File: config.mk
export PLATFORM = sky130hd
export DESIGN_NAME = cse_top
export DESIGN_NICKNAME = d
export VERILOG_FILES = /design/src/rtl/cse_pkg.sv /design/src/rtl/cse_alu.sv /design/src/rtl/cse_top.sv
export SDC_FILE = /design/constraint.sdc
export NUM_CORES = 1
export LEC_CHECK = 0
export BUFFER_PORTS_ARGS = -buffer_cell sky130_fd_sc_hd__buf_2
export CELL_PAD_IN_SITES_DETAIL_PLACEMENT = 1
export CELL_PAD_IN_SITES_GLOBAL_PLACEMENT = 1
export CORE_ASPECT_RATIO = 0.5
export CORE_MARGIN = 2
export CORE_UTILIZATION = 40
export DETAILED_ROUTE_END_ITERATION = 6
export GPL_TIMING_DRIVEN = 0
export PLACE_DENSITY_LB_ADDON = 0.25
export REMOVE_ABC_BUFFERS = 1
export SLEW_MARGIN = 20
export SYNTH_ARGS = -nofsm -noshare
export SYNTH_HDL_FRONTEND = slang
export SYNTH_SLANG_ARGS = --single-unit
File: constraint.sdc
create_clock -name aclk -period 7.6 [get_ports aclk]
set_clock_uncertainty 0.15 [all_clocks]
set_input_delay 0 -clock aclk [delete_from_list [all_inputs] [get_ports aclk]]
set_output_delay 0 -clock aclk [all_outputs]
set_load 0.01 [all_outputs]
File: src/rtl/cse_pkg.sv
package cse_pkg;
  // Register byte offsets
  localparam logic [7:0] OFS_CTRL    = 8'h00;
  localparam logic [7:0] OFS_OPCODE  = 8'h04;
  localparam logic [7:0] OFS_OPERAND = 8'h08;
  localparam logic [7:0] OFS_BR_OFS  = 8'h0c;
  localparam logic [7:0] OFS_ACC     = 8'h10;
  localparam logic [7:0] OFS_FLAGS   = 8'h14;
  localparam logic [7:0] OFS_PC      = 8'h18;
  localparam logic [7:0] OFS_RESULT  = 8'h1c;
  localparam logic [7:0] OFS_STATUS  = 8'h20;
  // Flag bit positions in processor_flags
  localparam int FL_C = 0;
  localparam int FL_Z = 1;
  localparam int FL_I = 2;
  localparam int FL_D = 3;
  localparam int FL_V = 6;
  localparam int FL_N = 7;
  localparam logic [7:0] FLAGS_ONES  = 8'h30;
  localparam logic [7:0] FLAGS_RST   = 8'h34;
  // Control and status bits
  localparam int CTRL_EXEC = 0;
  localparam int ST_DONE   = 0;
  localparam int ST_TAKEN  = 1;
  localparam int ST_ILLEGAL = 2;
  localparam int ST_MEM_WR = 3;
  // Opcodes that are not a plain list
  localparam logic [7:0] OP_ASL_ACC = 8'h0a;
  localparam logic [3:0] OP_BBR_LO  = 4'hf;
  // Decimal correction
  localparam logic [4:0] BCD_MAX    = 5'h09;
  localparam logic [4:0] BCD_ADJ    = 5'h06;
  // Reset values and bus answers
  localparam logic [7:0]  BYTE_RST  = 8'h00;
  localparam logic [15:0] PC_RST    = 16'h0000;
  localparam logic [1:0]  RESP_OKAY = 2'b00;
  localparam logic [1:0]  RESP_SLVERR = 2'b10;
endpackage

File: src/rtl/cse_alu.sv
`timescale 1ns/1ps
`default_nettype none
module cse_alu (
  input  wire logic [7:0] opcode,
  input  wire logic [7:0] acc,
  input  wire logic [7:0] operand,
  input  wire logic [7:0] flags,
  output logic      [7:0] acc_out,
  output logic      [7:0] flags_out,
  output logic      [7:0] mem_out,
  output logic            acc_wr,
  output logic            mem_wr,
  output logic            taken,
  output logic            illegal
);
  logic [8:0] bin_sum;
  logic [4:0] lo;
  logic [4:0] hi;
  logic [7:0] res;
  logic [7:0] shin;

  ////////////////////////////////////////////////////////////////////////////
  always_comb begin
    bin_sum = {1'b0, acc} + {1'b0, operand} + {8'h00, flags[cse_pkg::FL_C]};
    lo = {1'b0, acc[3:0]} + {1'b0, operand[3:0]}
         + {4'h0, flags[cse_pkg::FL_C]};
    if (lo > cse_pkg::BCD_MAX) begin
      lo = lo + cse_pkg::BCD_ADJ;
    end
    hi = {1'b0, acc[7:4]} + {1'b0, operand[7:4]} + {4'h0, lo[4]};
    if (hi > cse_pkg::BCD_MAX) begin
      hi = hi + cse_pkg::BCD_ADJ;
    end
    shin      = (opcode == cse_pkg::OP_ASL_ACC) ? acc : operand;
    res       = 8'h00;
    acc_out   = acc;
    mem_out   = operand;
    flags_out = flags;
    acc_wr    = 1'b0;
    mem_wr    = 1'b0;
    taken     = 1'b0;
    illegal   = 1'b0;
    case (opcode)
      8'h6d, 8'h7d, 8'h79, 8'h69, 8'h65, 8'h61, 8'h75, 8'h72, 8'h71: begin
        res = bin_sum[7:0];
        flags_out[cse_pkg::FL_C] = bin_sum[8];
        if (flags[cse_pkg::FL_D]) begin
          res = {hi[3:0], lo[3:0]};
          flags_out[cse_pkg::FL_C] = hi[4];
        end
        // Overflow follows the binary sum in both modes
        flags_out[cse_pkg::FL_V] = (acc[7] == operand[7])
                                   && (bin_sum[7] != acc[7]);
        acc_out = res;
        acc_wr  = 1'b1;
      end
      8'h2d, 8'h3d, 8'h39, 8'h29, 8'h25, 8'h21, 8'h35, 8'h32, 8'h31: begin
        res     = acc & operand;
        acc_out = res;
        acc_wr  = 1'b1;
      end
      8'h0e, 8'h1e, 8'h0a, 8'h06, 8'h16: begin
        // shift left, bit 7 to carry
        res = {shin[6:0], 1'b0};
        flags_out[cse_pkg::FL_C] = shin[7];
        if (opcode == cse_pkg::OP_ASL_ACC) begin
          acc_out = res;
          acc_wr  = 1'b1;
        end else begin
          mem_out = res;
          mem_wr  = 1'b1;
        end
      end
      default: begin
        // branch on bit clear, flags untouched
        if (opcode[3:0] == cse_pkg::OP_BBR_LO && !opcode[7]) begin
          taken = !operand[opcode[6:4]];
        end else begin
          illegal = 1'b1;
        end
      end
    endcase
    if (acc_wr || mem_wr) begin
      flags_out[cse_pkg::FL_N] = res[7];
      flags_out[cse_pkg::FL_Z] = (res == 8'h00);
    end
  end
endmodule // cse_alu
`default_nettype wire

File: src/rtl/cse_top.sv
// Function
// - add-with-carry sums accumulator, operand, carry
// - AND operand into accumulator, N Z only
// - shift left, bit 7 to carry
// - branch on memory bit clear, flags kept
// - flags layout N V 1 1 D I Z C
// - fully static, clock may stop freely
`timescale 1ns/1ps
`default_nettype none
module cse_top #(
  parameter int ADDR_W = 8
) (
  input  wire logic              aclk,
  input  wire logic              aresetn,
  input  wire logic              ce,
  input  wire logic [ADDR_W-1:0] s_axi_awaddr,
  input  wire logic              s_axi_awvalid,
  output logic                   s_axi_awready,
  input  wire logic [31:0]       s_axi_wdata,
  input  wire logic [3:0]        s_axi_wstrb,
  input  wire logic              s_axi_wvalid,
  output logic                   s_axi_wready,
  output logic [1:0]             s_axi_bresp,
  output logic                   s_axi_bvalid,
  input  wire logic              s_axi_bready,
  input  wire logic [ADDR_W-1:0] s_axi_araddr,
  input  wire logic              s_axi_arvalid,
  output logic                   s_axi_arready,
  output logic [31:0]            s_axi_rdata,
  output logic [1:0]             s_axi_rresp,
  output logic                   s_axi_rvalid,
  input  wire logic              s_axi_rready
);
  logic [7:0]        opcode_reg;
  logic [7:0]        operand_reg;
  logic [7:0]        br_ofs_reg;
  logic [7:0]        acc_reg;
  logic [7:0]        flags_reg;
  logic [15:0]       pc_reg;
  logic [7:0]        result_reg;
  logic [3:0]        status_reg;
  logic              exec_reg;
  logic              aw_got_reg;
  logic              w_got_reg;
  logic [7:0]        waddr_reg;
  logic [31:0]       wdata_reg;
  logic [3:0]        wstrb_reg;
  logic              wr_do;
  logic              wr_hit;
  logic [7:0]        raddr;
  logic [31:0]       rdata_next;
  logic              rhit_next;
  logic [7:0]        alu_acc;
  logic [7:0]        alu_flags;
  logic [7:0]        alu_mem;
  logic              alu_acc_wr;
  logic              alu_mem_wr;
  logic              alu_taken;
  logic              alu_illegal;

  cse_alu u_alu (
    .opcode    (opcode_reg),
    .acc       (acc_reg),
    .operand   (operand_reg),
    .flags     (flags_reg),
    .acc_out   (alu_acc),
    .flags_out (alu_flags),
    .mem_out   (alu_mem),
    .acc_wr    (alu_acc_wr),
    .mem_wr    (alu_mem_wr),
    .taken     (alu_taken),
    .illegal   (alu_illegal)
  );

  ////////////////////////////////////////////////////////////////////////////
  // Write channel: address and data may arrive in either order
  assign wr_do  = aw_got_reg && w_got_reg && !s_axi_bvalid;
  assign wr_hit = (waddr_reg == cse_pkg::OFS_CTRL)
               || (waddr_reg == cse_pkg::OFS_OPCODE)
               || (waddr_reg == cse_pkg::OFS_OPERAND)
               || (waddr_reg == cse_pkg::OFS_BR_OFS)
               || (waddr_reg == cse_pkg::OFS_ACC)
               || (waddr_reg == cse_pkg::OFS_FLAGS)
               || (waddr_reg == cse_pkg::OFS_PC);

  // every flop holds while ce is low
  always_ff @(posedge aclk) begin
    if (!aresetn) begin
      s_axi_awready <= 1'b1;
      s_axi_wready  <= 1'b1;
      aw_got_reg    <= 1'b0;
      w_got_reg     <= 1'b0;
      waddr_reg     <= cse_pkg::BYTE_RST;
      wdata_reg     <= 32'h0000_0000;
      wstrb_reg     <= 4'h0;
      s_axi_bvalid  <= 1'b0;
      s_axi_bresp   <= cse_pkg::RESP_OKAY;
    end else if (ce) begin
      if (s_axi_awvalid && s_axi_awready) begin
        waddr_reg     <= 8'(s_axi_awaddr);
        aw_got_reg    <= 1'b1;
        s_axi_awready <= 1'b0;
      end
      if (s_axi_wvalid && s_axi_wready) begin
        wdata_reg    <= s_axi_wdata;
        wstrb_reg    <= s_axi_wstrb;
        w_got_reg    <= 1'b1;
        s_axi_wready <= 1'b0;
      end
      if (wr_do) begin
        aw_got_reg   <= 1'b0;
        w_got_reg    <= 1'b0;
        s_axi_bvalid <= 1'b1;
        s_axi_bresp  <= wr_hit ? cse_pkg::RESP_OKAY : cse_pkg::RESP_SLVERR;
      end
      if (s_axi_bvalid && s_axi_bready) begin
        // Ready again only after the response, one write in flight
        s_axi_bvalid  <= 1'b0;
        s_axi_awready <= 1'b1;
        s_axi_wready  <= 1'b1;
      end
    end
  end

  ////////////////////////////////////////////////////////////////////////////
  // Software-loaded instruction fields
  always_ff @(posedge aclk) begin
    if (!aresetn) begin
      opcode_reg  <= cse_pkg::BYTE_RST;
      operand_reg <= cse_pkg::BYTE_RST;
      br_ofs_reg  <= cse_pkg::BYTE_RST;
      exec_reg    <= 1'b0;
    end else if (ce) begin
      exec_reg <= wr_do && (waddr_reg == cse_pkg::OFS_CTRL)
                  && wstrb_reg[0] && wdata_reg[cse_pkg::CTRL_EXEC];
      if (wr_do && wstrb_reg[0]) begin
        if (waddr_reg == cse_pkg::OFS_OPCODE) begin
          opcode_reg <= wdata_reg[7:0];
        end else if (waddr_reg == cse_pkg::OFS_OPERAND) begin
          operand_reg <= wdata_reg[7:0];
        end else if (waddr_reg == cse_pkg::OFS_BR_OFS) begin
          br_ofs_reg <= wdata_reg[7:0];
        end
      end
    end
  end

  ////////////////////////////////////////////////////////////////////////////
  // Architectural state: execution wins, bus writes are idle then anyway
  always_ff @(posedge aclk) begin
    if (!aresetn) begin
      acc_reg   <= cse_pkg::BYTE_RST;
      flags_reg <= cse_pkg::FLAGS_RST;
      pc_reg    <= cse_pkg::PC_RST;
    end else if (ce) begin
      if (exec_reg) begin
        if (alu_acc_wr) begin
          acc_reg <= alu_acc;
        end
        flags_reg <= alu_flags;
        // relative branch when the bit is clear
        if (alu_taken) begin
          pc_reg <= pc_reg + {{8{br_ofs_reg[7]}}, br_ofs_reg};
        end
      end else if (wr_do) begin
        if (waddr_reg == cse_pkg::OFS_ACC && wstrb_reg[0]) begin
          acc_reg <= wdata_reg[7:0];
        end else if (waddr_reg == cse_pkg::OFS_FLAGS && wstrb_reg[0]) begin
          flags_reg <= wdata_reg[7:0];
        end else if (waddr_reg == cse_pkg::OFS_PC) begin
          if (wstrb_reg[0]) begin
            pc_reg[7:0] <= wdata_reg[7:0];
          end
          if (wstrb_reg[1]) begin
            pc_reg[15:8] <= wdata_reg[15:8];
          end
        end
      end
    end
  end

  ////////////////////////////////////////////////////////////////////////////
  // Outcome of the last execution
  always_ff @(posedge aclk) begin
    if (!aresetn) begin
      result_reg <= cse_pkg::BYTE_RST;
      status_reg <= 4'h0;
    end else if (ce) begin
      if (exec_reg) begin
        result_reg <= alu_mem;
        status_reg[cse_pkg::ST_DONE]    <= 1'b1;
        status_reg[cse_pkg::ST_TAKEN]   <= alu_taken;
        status_reg[cse_pkg::ST_ILLEGAL] <= alu_illegal;
        status_reg[cse_pkg::ST_MEM_WR]  <= alu_mem_wr;
      end else if (wr_do && waddr_reg == cse_pkg::OFS_CTRL) begin
        status_reg[cse_pkg::ST_DONE] <= 1'b0;
      end
    end
  end

  ////////////////////////////////////////////////////////////////////////////
  // Read channel
  assign raddr = 8'(s_axi_araddr);

  always_comb begin
    rdata_next = 32'h0000_0000;
    rhit_next  = 1'b1;
    if (raddr == cse_pkg::OFS_CTRL) begin
      rdata_next = 32'h0000_0000;
    end else if (raddr == cse_pkg::OFS_OPCODE) begin
      rdata_next[7:0] = opcode_reg;
    end else if (raddr == cse_pkg::OFS_OPERAND) begin
      rdata_next[7:0] = operand_reg;
    end else if (raddr == cse_pkg::OFS_BR_OFS) begin
      rdata_next[7:0] = br_ofs_reg;
    end else if (raddr == cse_pkg::OFS_ACC) begin
      rdata_next[7:0] = acc_reg;
    end else if (raddr == cse_pkg::OFS_FLAGS) begin
      // bits 5 and 4 always read one
      rdata_next[7:0] = flags_reg | cse_pkg::FLAGS_ONES;
    end else if (raddr == cse_pkg::OFS_PC) begin
      rdata_next[15:0] = pc_reg;
    end else if (raddr == cse_pkg::OFS_RESULT) begin
      rdata_next[7:0] = result_reg;
    end else if (raddr == cse_pkg::OFS_STATUS) begin
      rdata_next[3:0] = status_reg;
    end else begin
      rhit_next = 1'b0;
    end
  end

  always_ff @(posedge aclk) begin
    if (!aresetn) begin
      s_axi_arready <= 1'b1;
      s_axi_rvalid  <= 1'b0;
      s_axi_rdata   <= 32'h0000_0000;
      s_axi_rresp   <= cse_pkg::RESP_OKAY;
    end else if (ce) begin
      if (s_axi_arvalid && s_axi_arready) begin
        s_axi_arready <= 1'b0;
        s_axi_rvalid  <= 1'b1;
        s_axi_rdata   <= rdata_next;
        s_axi_rresp   <= rhit_next ? cse_pkg::RESP_OKAY
                                   : cse_pkg::RESP_SLVERR;
      end else if (s_axi_rvalid && s_axi_rready) begin
        s_axi_rvalid  <= 1'b0;
        s_axi_arready <= 1'b1;
      end
    end
  end
endmodule // cse_top
`default_nettype wire

# == Word-level counts from Yosys, hierarchy flattened ==
# Cells that the tools add are included.
# Widths: inputs -> output; s select.
# totals
reg_bits,122
inputBits,60
out_inout_bits,41
word_cells,244
# classes
add_sub_neg,9
magnitude_cmp,3
eq_ne,49
mux,83
n_bitwise,5
n_reduce_logical,68
# op_table
operator,n
$mux 8,27
$mux 16,7
$eq 8x6->1 const B,10
$eq 8x5->1 const B,9
$eq 8x7->1 const B,9
$eq 8x4->1 const B,6
$pmux 8 s3,2
$mux 1,37
$reduce_bool 2->1,13
$reduce_and 5->1,5
$eq 8x3->1 const B,3
$logic_not 8->1,3
$reduce_and 2->1,12
$reduce_or 23->1,1
$reduce_or 18->1,1
$reduce_or 9->1,2
$add 16x16->16,1
$logic_and 1x1->1,15
$reduce_and 7->1,2
$mux 4,3
$add 4x4->5,2
$add 5x1->5,2
$add 5x3->5 const B,2
$gt 5x4->1 const B,2
other kinds (23),41

# == Longest topological paths before layout ==
# logic_depth
ltp_word,12
depth_mapped,21
ltp_nobuf,21

# == Modules after synthesis ==
# Synthesis repeated with hierarchy kept, for this count alone.
# hier_totals
cells_unflattened,958
area_unflattened_um2,7741.2
# by_module_without_submodules
module,instances,cells_per_inst,area_each_um2,seq_area_each_um2
cse_top,1,748,6301.0,2402.3
cse_alu,1,210,1440.1,0.0

# == Worst setup path after synthesis ==
# No wires, ideal clock.
# synth_timing
path_kind,register to register
from,reg operand_reg[0]
to,reg acc_reg[6]
setup_ps,122
t_arrival_ps,4197
required_time_ps,7328
slack_ps,3131
path_stages_with_launch,20
path_buffers,0
period_less_slack_ps,4469
cell_sequence,dfxtp_1 > inv_1 > fa_1 > fa_1 > xor2_1 > ha_1 > nor2_1 > a31oi_1 > fa_1 > inv_1 > fa_1 > xor2_1 > inv_1 > ha_1 > nand2_1 > o31ai_1 > o2bb2ai_1 > a211o_1 > o21a_1 > o311a_1
# synth_between
elab_chain_len,11
word_cells_on_any_way,15
classes_between,add/sub (7); order compare (2); mux (6)
# synth_lines
element,line,rtl
"start, declared",cse_top.sv:35,logic [7:0] operand_reg;
"start signal, assigned",cse_top.sv:130,operand_reg <= cse_pkg::BYTE_RST;
"start signal, assigned",cse_top.sv:140,operand_reg <= wdata_reg[7:0];
$add 4x4->5,cse_alu.sv:25,"lo = {1'b0, acc[3:0]} + {1'b0, operand[3:0]}"
$add 5x1->5,cse_alu.sv:26,"+ {4'h0, flags[cse_pkg::FL_C]};"
$add 5x3->5 or $gt 5x4->1 (tied branches),"cse_alu.sv:28, cse_alu.sv:27",
$mux 5,cse_alu.sv:27,if (lo > cse_pkg::BCD_MAX) begin
$add 5x1->5,cse_alu.sv:30,"hi = {1'b0, acc[7:4]} + {1'b0, operand[7:4]} + {4'h0, lo[4]};"
$add 5x3->5 or $gt 5x4->1 (tied branches),"cse_alu.sv:32, cse_alu.sv:31",
$mux 5,cse_alu.sv:31,if (hi > cse_pkg::BCD_MAX) begin
$mux 8 (*),cse_alu.sv:47,if (flags[cse_pkg::FL_D]) begin
$pmux 8 s3 (*),cse_alu.sv:43,case (opcode)
$mux 8 (*),cse_top.sv:157,if (alu_acc_wr) begin
$mux 8 (*),cse_top.sv:156,if (exec_reg) begin
"end signal, assigned",cse_top.sv:152,acc_reg <= cse_pkg::BYTE_RST;
"end signal, assigned",cse_top.sv:158,acc_reg <= alu_acc;
"end signal, assigned",cse_top.sv:167,acc_reg <= wdata_reg[7:0];
"end, declared",cse_top.sv:37,logic [7:0] acc_reg;
# Mark *: on every way between the ends. The rest lies on a longest branch, timed or not. The select of a mux whose other input is x is not followed.
# A chain may end at the register's enable or synchronous reset.

# == Worst setup path after layout ==
# layout_timing
from,reg operand_reg[0]
to,reg flags_reg[1]
# layout_between
elab_chain_len,12
word_cells_on_any_way,18
classes_between,add/sub (7); order compare (2); mux (7); bitwise (1); reduce/logical (1)
# layout_lines
element,line,rtl
$add 4x4->5,cse_alu.sv:25,
$add 5x1->5,cse_alu.sv:26,
$add 5x3->5 or $gt 5x4->1 (tied branches),"cse_alu.sv:28, cse_alu.sv:27",
$mux 5,cse_alu.sv:27,
$add 5x1->5,cse_alu.sv:30,
$add 5x3->5 or $gt 5x4->1 (tied branches),"cse_alu.sv:32, cse_alu.sv:31",
$mux 5,cse_alu.sv:31,
$mux 8,cse_alu.sv:47,
$pmux 8 s3 (*),cse_alu.sv:43,
$logic_not 8->1 (*),cse_alu.sv:85,flags_out[cse_pkg::FL_Z] = (res == 8'h00);
$mux 1 (*),cse_alu.sv:83,if (acc_wr || mem_wr) begin
$mux 8 (*),cse_top.sv:156,
"end signal, assigned",cse_top.sv:153,flags_reg <= cse_pkg::FLAGS_RST;
"end signal, assigned",cse_top.sv:160,flags_reg <= alu_flags;
"end signal, assigned",cse_top.sv:169,flags_reg <= wdata_reg[7:0];
"end, declared",cse_top.sv:38,logic [7:0] flags_reg;
# Marks and branches as above.

==> results.json <==
{
  "antenna_found_initial": 0,
  "hold_viol": 0,
  "synth_cell_types": 82,
  "insertion_delay_ps": 420,
  "worstSetupStartpointType": "register",
  "dieArea_sq_mm": 0.01935,
  "ctsHoldBuffers": 42,
  "cts_root_buf": "clkbuf_16",
  "post-route-period-util_pct": 69.58,
  "slew_viol_final": 0,
  "rsz0062_at_grt": "no",
  "ys_ff_latch": 118,
  "pin_count": 101,
  "power_leakage_nw": 3.221,
  "drt-total-wl_mm": 26.90,
  "grt_max_degree": 72,
  "antenna_left": 0,
  "max_slew_margin_pct": 23.80,
  "tns_ps": 0,
  "drc": 0,
  "cts_tree": "yes",
  "vias_per_cell": 6.073,
  "end_kind": "register",
  "async_flop_share_pct": 0,
  "post_cts_resized": 0,
  "cp_max_fo": 5,
  "layout.nets": 1106,
  "cts-buffers-inserted": 17,
  "die_h_um": 99.37,
  "diodes": 0,
  "core_sq_mm": 0.01757,
  "yosysWarnings": 0,
  "worst_slack_ps": 2312,
  "syn_inst": 941,
  "grtUsageTotal_pct": 28.42,
  "arrival_ps": 5480,
  "final_cell_mix": "nand2_1 (159), dfxtp_1 (117), a21oi_1 (98)",
  "grt_pass1_vias": 7821,
  "initial_core_util_pct": 41.41,
  "maxCapViolCount": 0,
  "synth_edf_count": 0,
  "final_common_cell": "nand2_1",
  "p_per_area_mw_per_mm2": 176.1,
  "min_period_ps": 5288,
  "vias": 7670,
  "gr-total-overflow": 0,
  "critPathKind": "register to register",
  "cts_setup_buffers": 0,
  "status": "complete, no violations",
  "clk_pin_slew_ps": 60,
  "fill_cells": 2146,
  "tightest_slew_ps": 1133,
  "drt_iter0_markers": 576,
  "setup-violations-final": 0,
  "syn_to_final_growth_pct": 19.33,
  "fin_hold_ws_ps": 103.4,
  "hold_class": "primary input to register",
  "wl_per_cell_um": 21.30,
  "max_clock_freq_ghz": 0.1891,
  "ir_drop_uv": 168.1,
  "cts_sinks": 118,
  "gp_congestion": 0.8612,
  "port_buffers": 64,
  "firstDrtPassIters": 5,
  "avgSynthCellArea_sq_um": 7.732,
  "yosys_most_used_dff": "dfxtp_1",
  "grt_pass1_wl_mm": 42.86,
  "fp-row-count": 34,
  "synth-seq-area-share_pct": 32.47,
  "dp_hpwl_mm": 18.29,
  "dpl_worst_slack_ps": 2426,
  "cts-htree-levels": 4,
  "synthesis.area_sq_mm": 0.007276,
  "layout-drive-gt1-share_pct": 12.44,
  "cp.required_ps": 7790,
  "final_area_sq_mm": 0.008682,
  "fp.dieW_um": 194.7,
  "cts_buffer_depth": 2,
  "dpl-instance-area_sq_mm": 0.007685
}
-- power breakdown --
group          switching [mW]  internal (mW)
clock                   0.322          0.470
combinational          0.0576         0.0376
sequential             0.0138          0.628
-- cells in the mapped netlist (all sizes together) (4+ instances only) --
cell type / count / area [sq um]
ha: 25 / 312.8
clkbuf: 42 / 157.7
or3: 6 / 37.54
nor3: 21 / 110.1
a2111oi: 4 / 35.03
fa: 5 / 100.1
a211oi: 11 / 87.58
nand3: 17 / 85.08
mux2i: 21 / 210.2
a21oi: 100 / 508.0
o21ai: 49 / 245.2
a21o: 10 / 75.07
xnor2: 8 / 70.07
inv: 27 / 101.3
a22oi: 18 / 135.1
nand2b: 7 / 43.79
and2: 8 / 50.05
a32oi: 7 / 61.31
o31a: 4 / 35.03
nand3b: 4 / 30.03
a31oi: 17 / 106.4
or2: 7 / 43.80
nor2: 82 / 307.8
a311oi: 6 / 52.55
o21a: 6 / 45.04
nand4: 11 / 68.82
dfxtp: 118 / 2362
o311a: 4 / 40.04
nor4: 13 / 102.6
xor2: 6 / 52.55
o211ai: 12 / 90.09
nor2b: 5 / 38.78
buf: 28 / 195.2
nand2: 159 / 596.8
and3: 7 / 43.79
a311o: 4 / 40.04
-- per-layer routing --
| metal | GRT usage, % | vias up | routed length, um |
|---|---|---|---|
| met5 | 0 | - | 0 |
| met4 | 10.57 | 0 | 625 |
| met3 | 4.374 | 46 | 1621 |
| met2 | 47.75 | 247 | 12500 |
| met1 | 37.41 | 3830 | 12160 |
| li1 | - | 3547 | - |
-- worst max-delay path, stage by stage, from the launching register on --
cell,delay [ps]
dfxtp_1,510
inv_1,160
fa_1,490
fa_1,430
nor2b_1,200
o21a_1,230
or2_2,150
nor2_1,40
a31oi_1,230
fa_1,240
inv_1,60
fa_1,390
xor2_1,270
inv_1,120
ha_1,240
nand2_1,90
o31ai_1,150
o2bb2ai_1,160
a211o_1,300
nor3_1,230
a31oi_1,170
nor3_1,210
-- through the flow --
step	power (mW)	util, %	instances
floorplan	0.6857	-	888
CTS	1.532	49.42	1263
global placement	0.7235	43.26	1186
detailed placement	0.7295	43.74	1189
finish	1.529	49.42	1263
global route	1.571	49.42	1263
-- cell type report --
class | count | area (sq um) | share of cell area, %
Multi-Input combinational cell | 743 | 4544 | 52.34
Inverter | 27 | 103.9 | 1.196
Clock buffer | 19 | 452.9 | 5.217
Timing Repair Buffer | 109 | 800.8 | 9.223
Clock inverter | 13 | 123.9 | 1.427
Tap cell | 234 | 292.8 | 3.372
Sequential cell | 118 | 2364 | 27.22
-- logic make-up after synthesis --
kind of cell,synth area share (%)
XOR/XNOR,1.685
AND/OR/NAND/NOR,23.68
multiplexers,4.282
AO/OA/AOI/OAI,25.92
other,0.05154
flip-flops,32.47
buffers and inverters,6.242
adder cells (fa/ha/maj),5.675
-- path summary, 6_finish.rpt --
kind              cells after the start  slack, ps           start              to
setup / recovery                     21       2310  operand_reg[0]    flags_reg[1]
hold / removal                        4        100   s_axi_arvalid  s_axi_rdata[5]
setup reg to reg                     21       2310  operand_reg[0]    flags_reg[1]
hold reg to reg                       2        300   wdata_reg[15]   wdata_reg[15]
Power figures use the tool's default switching activity.
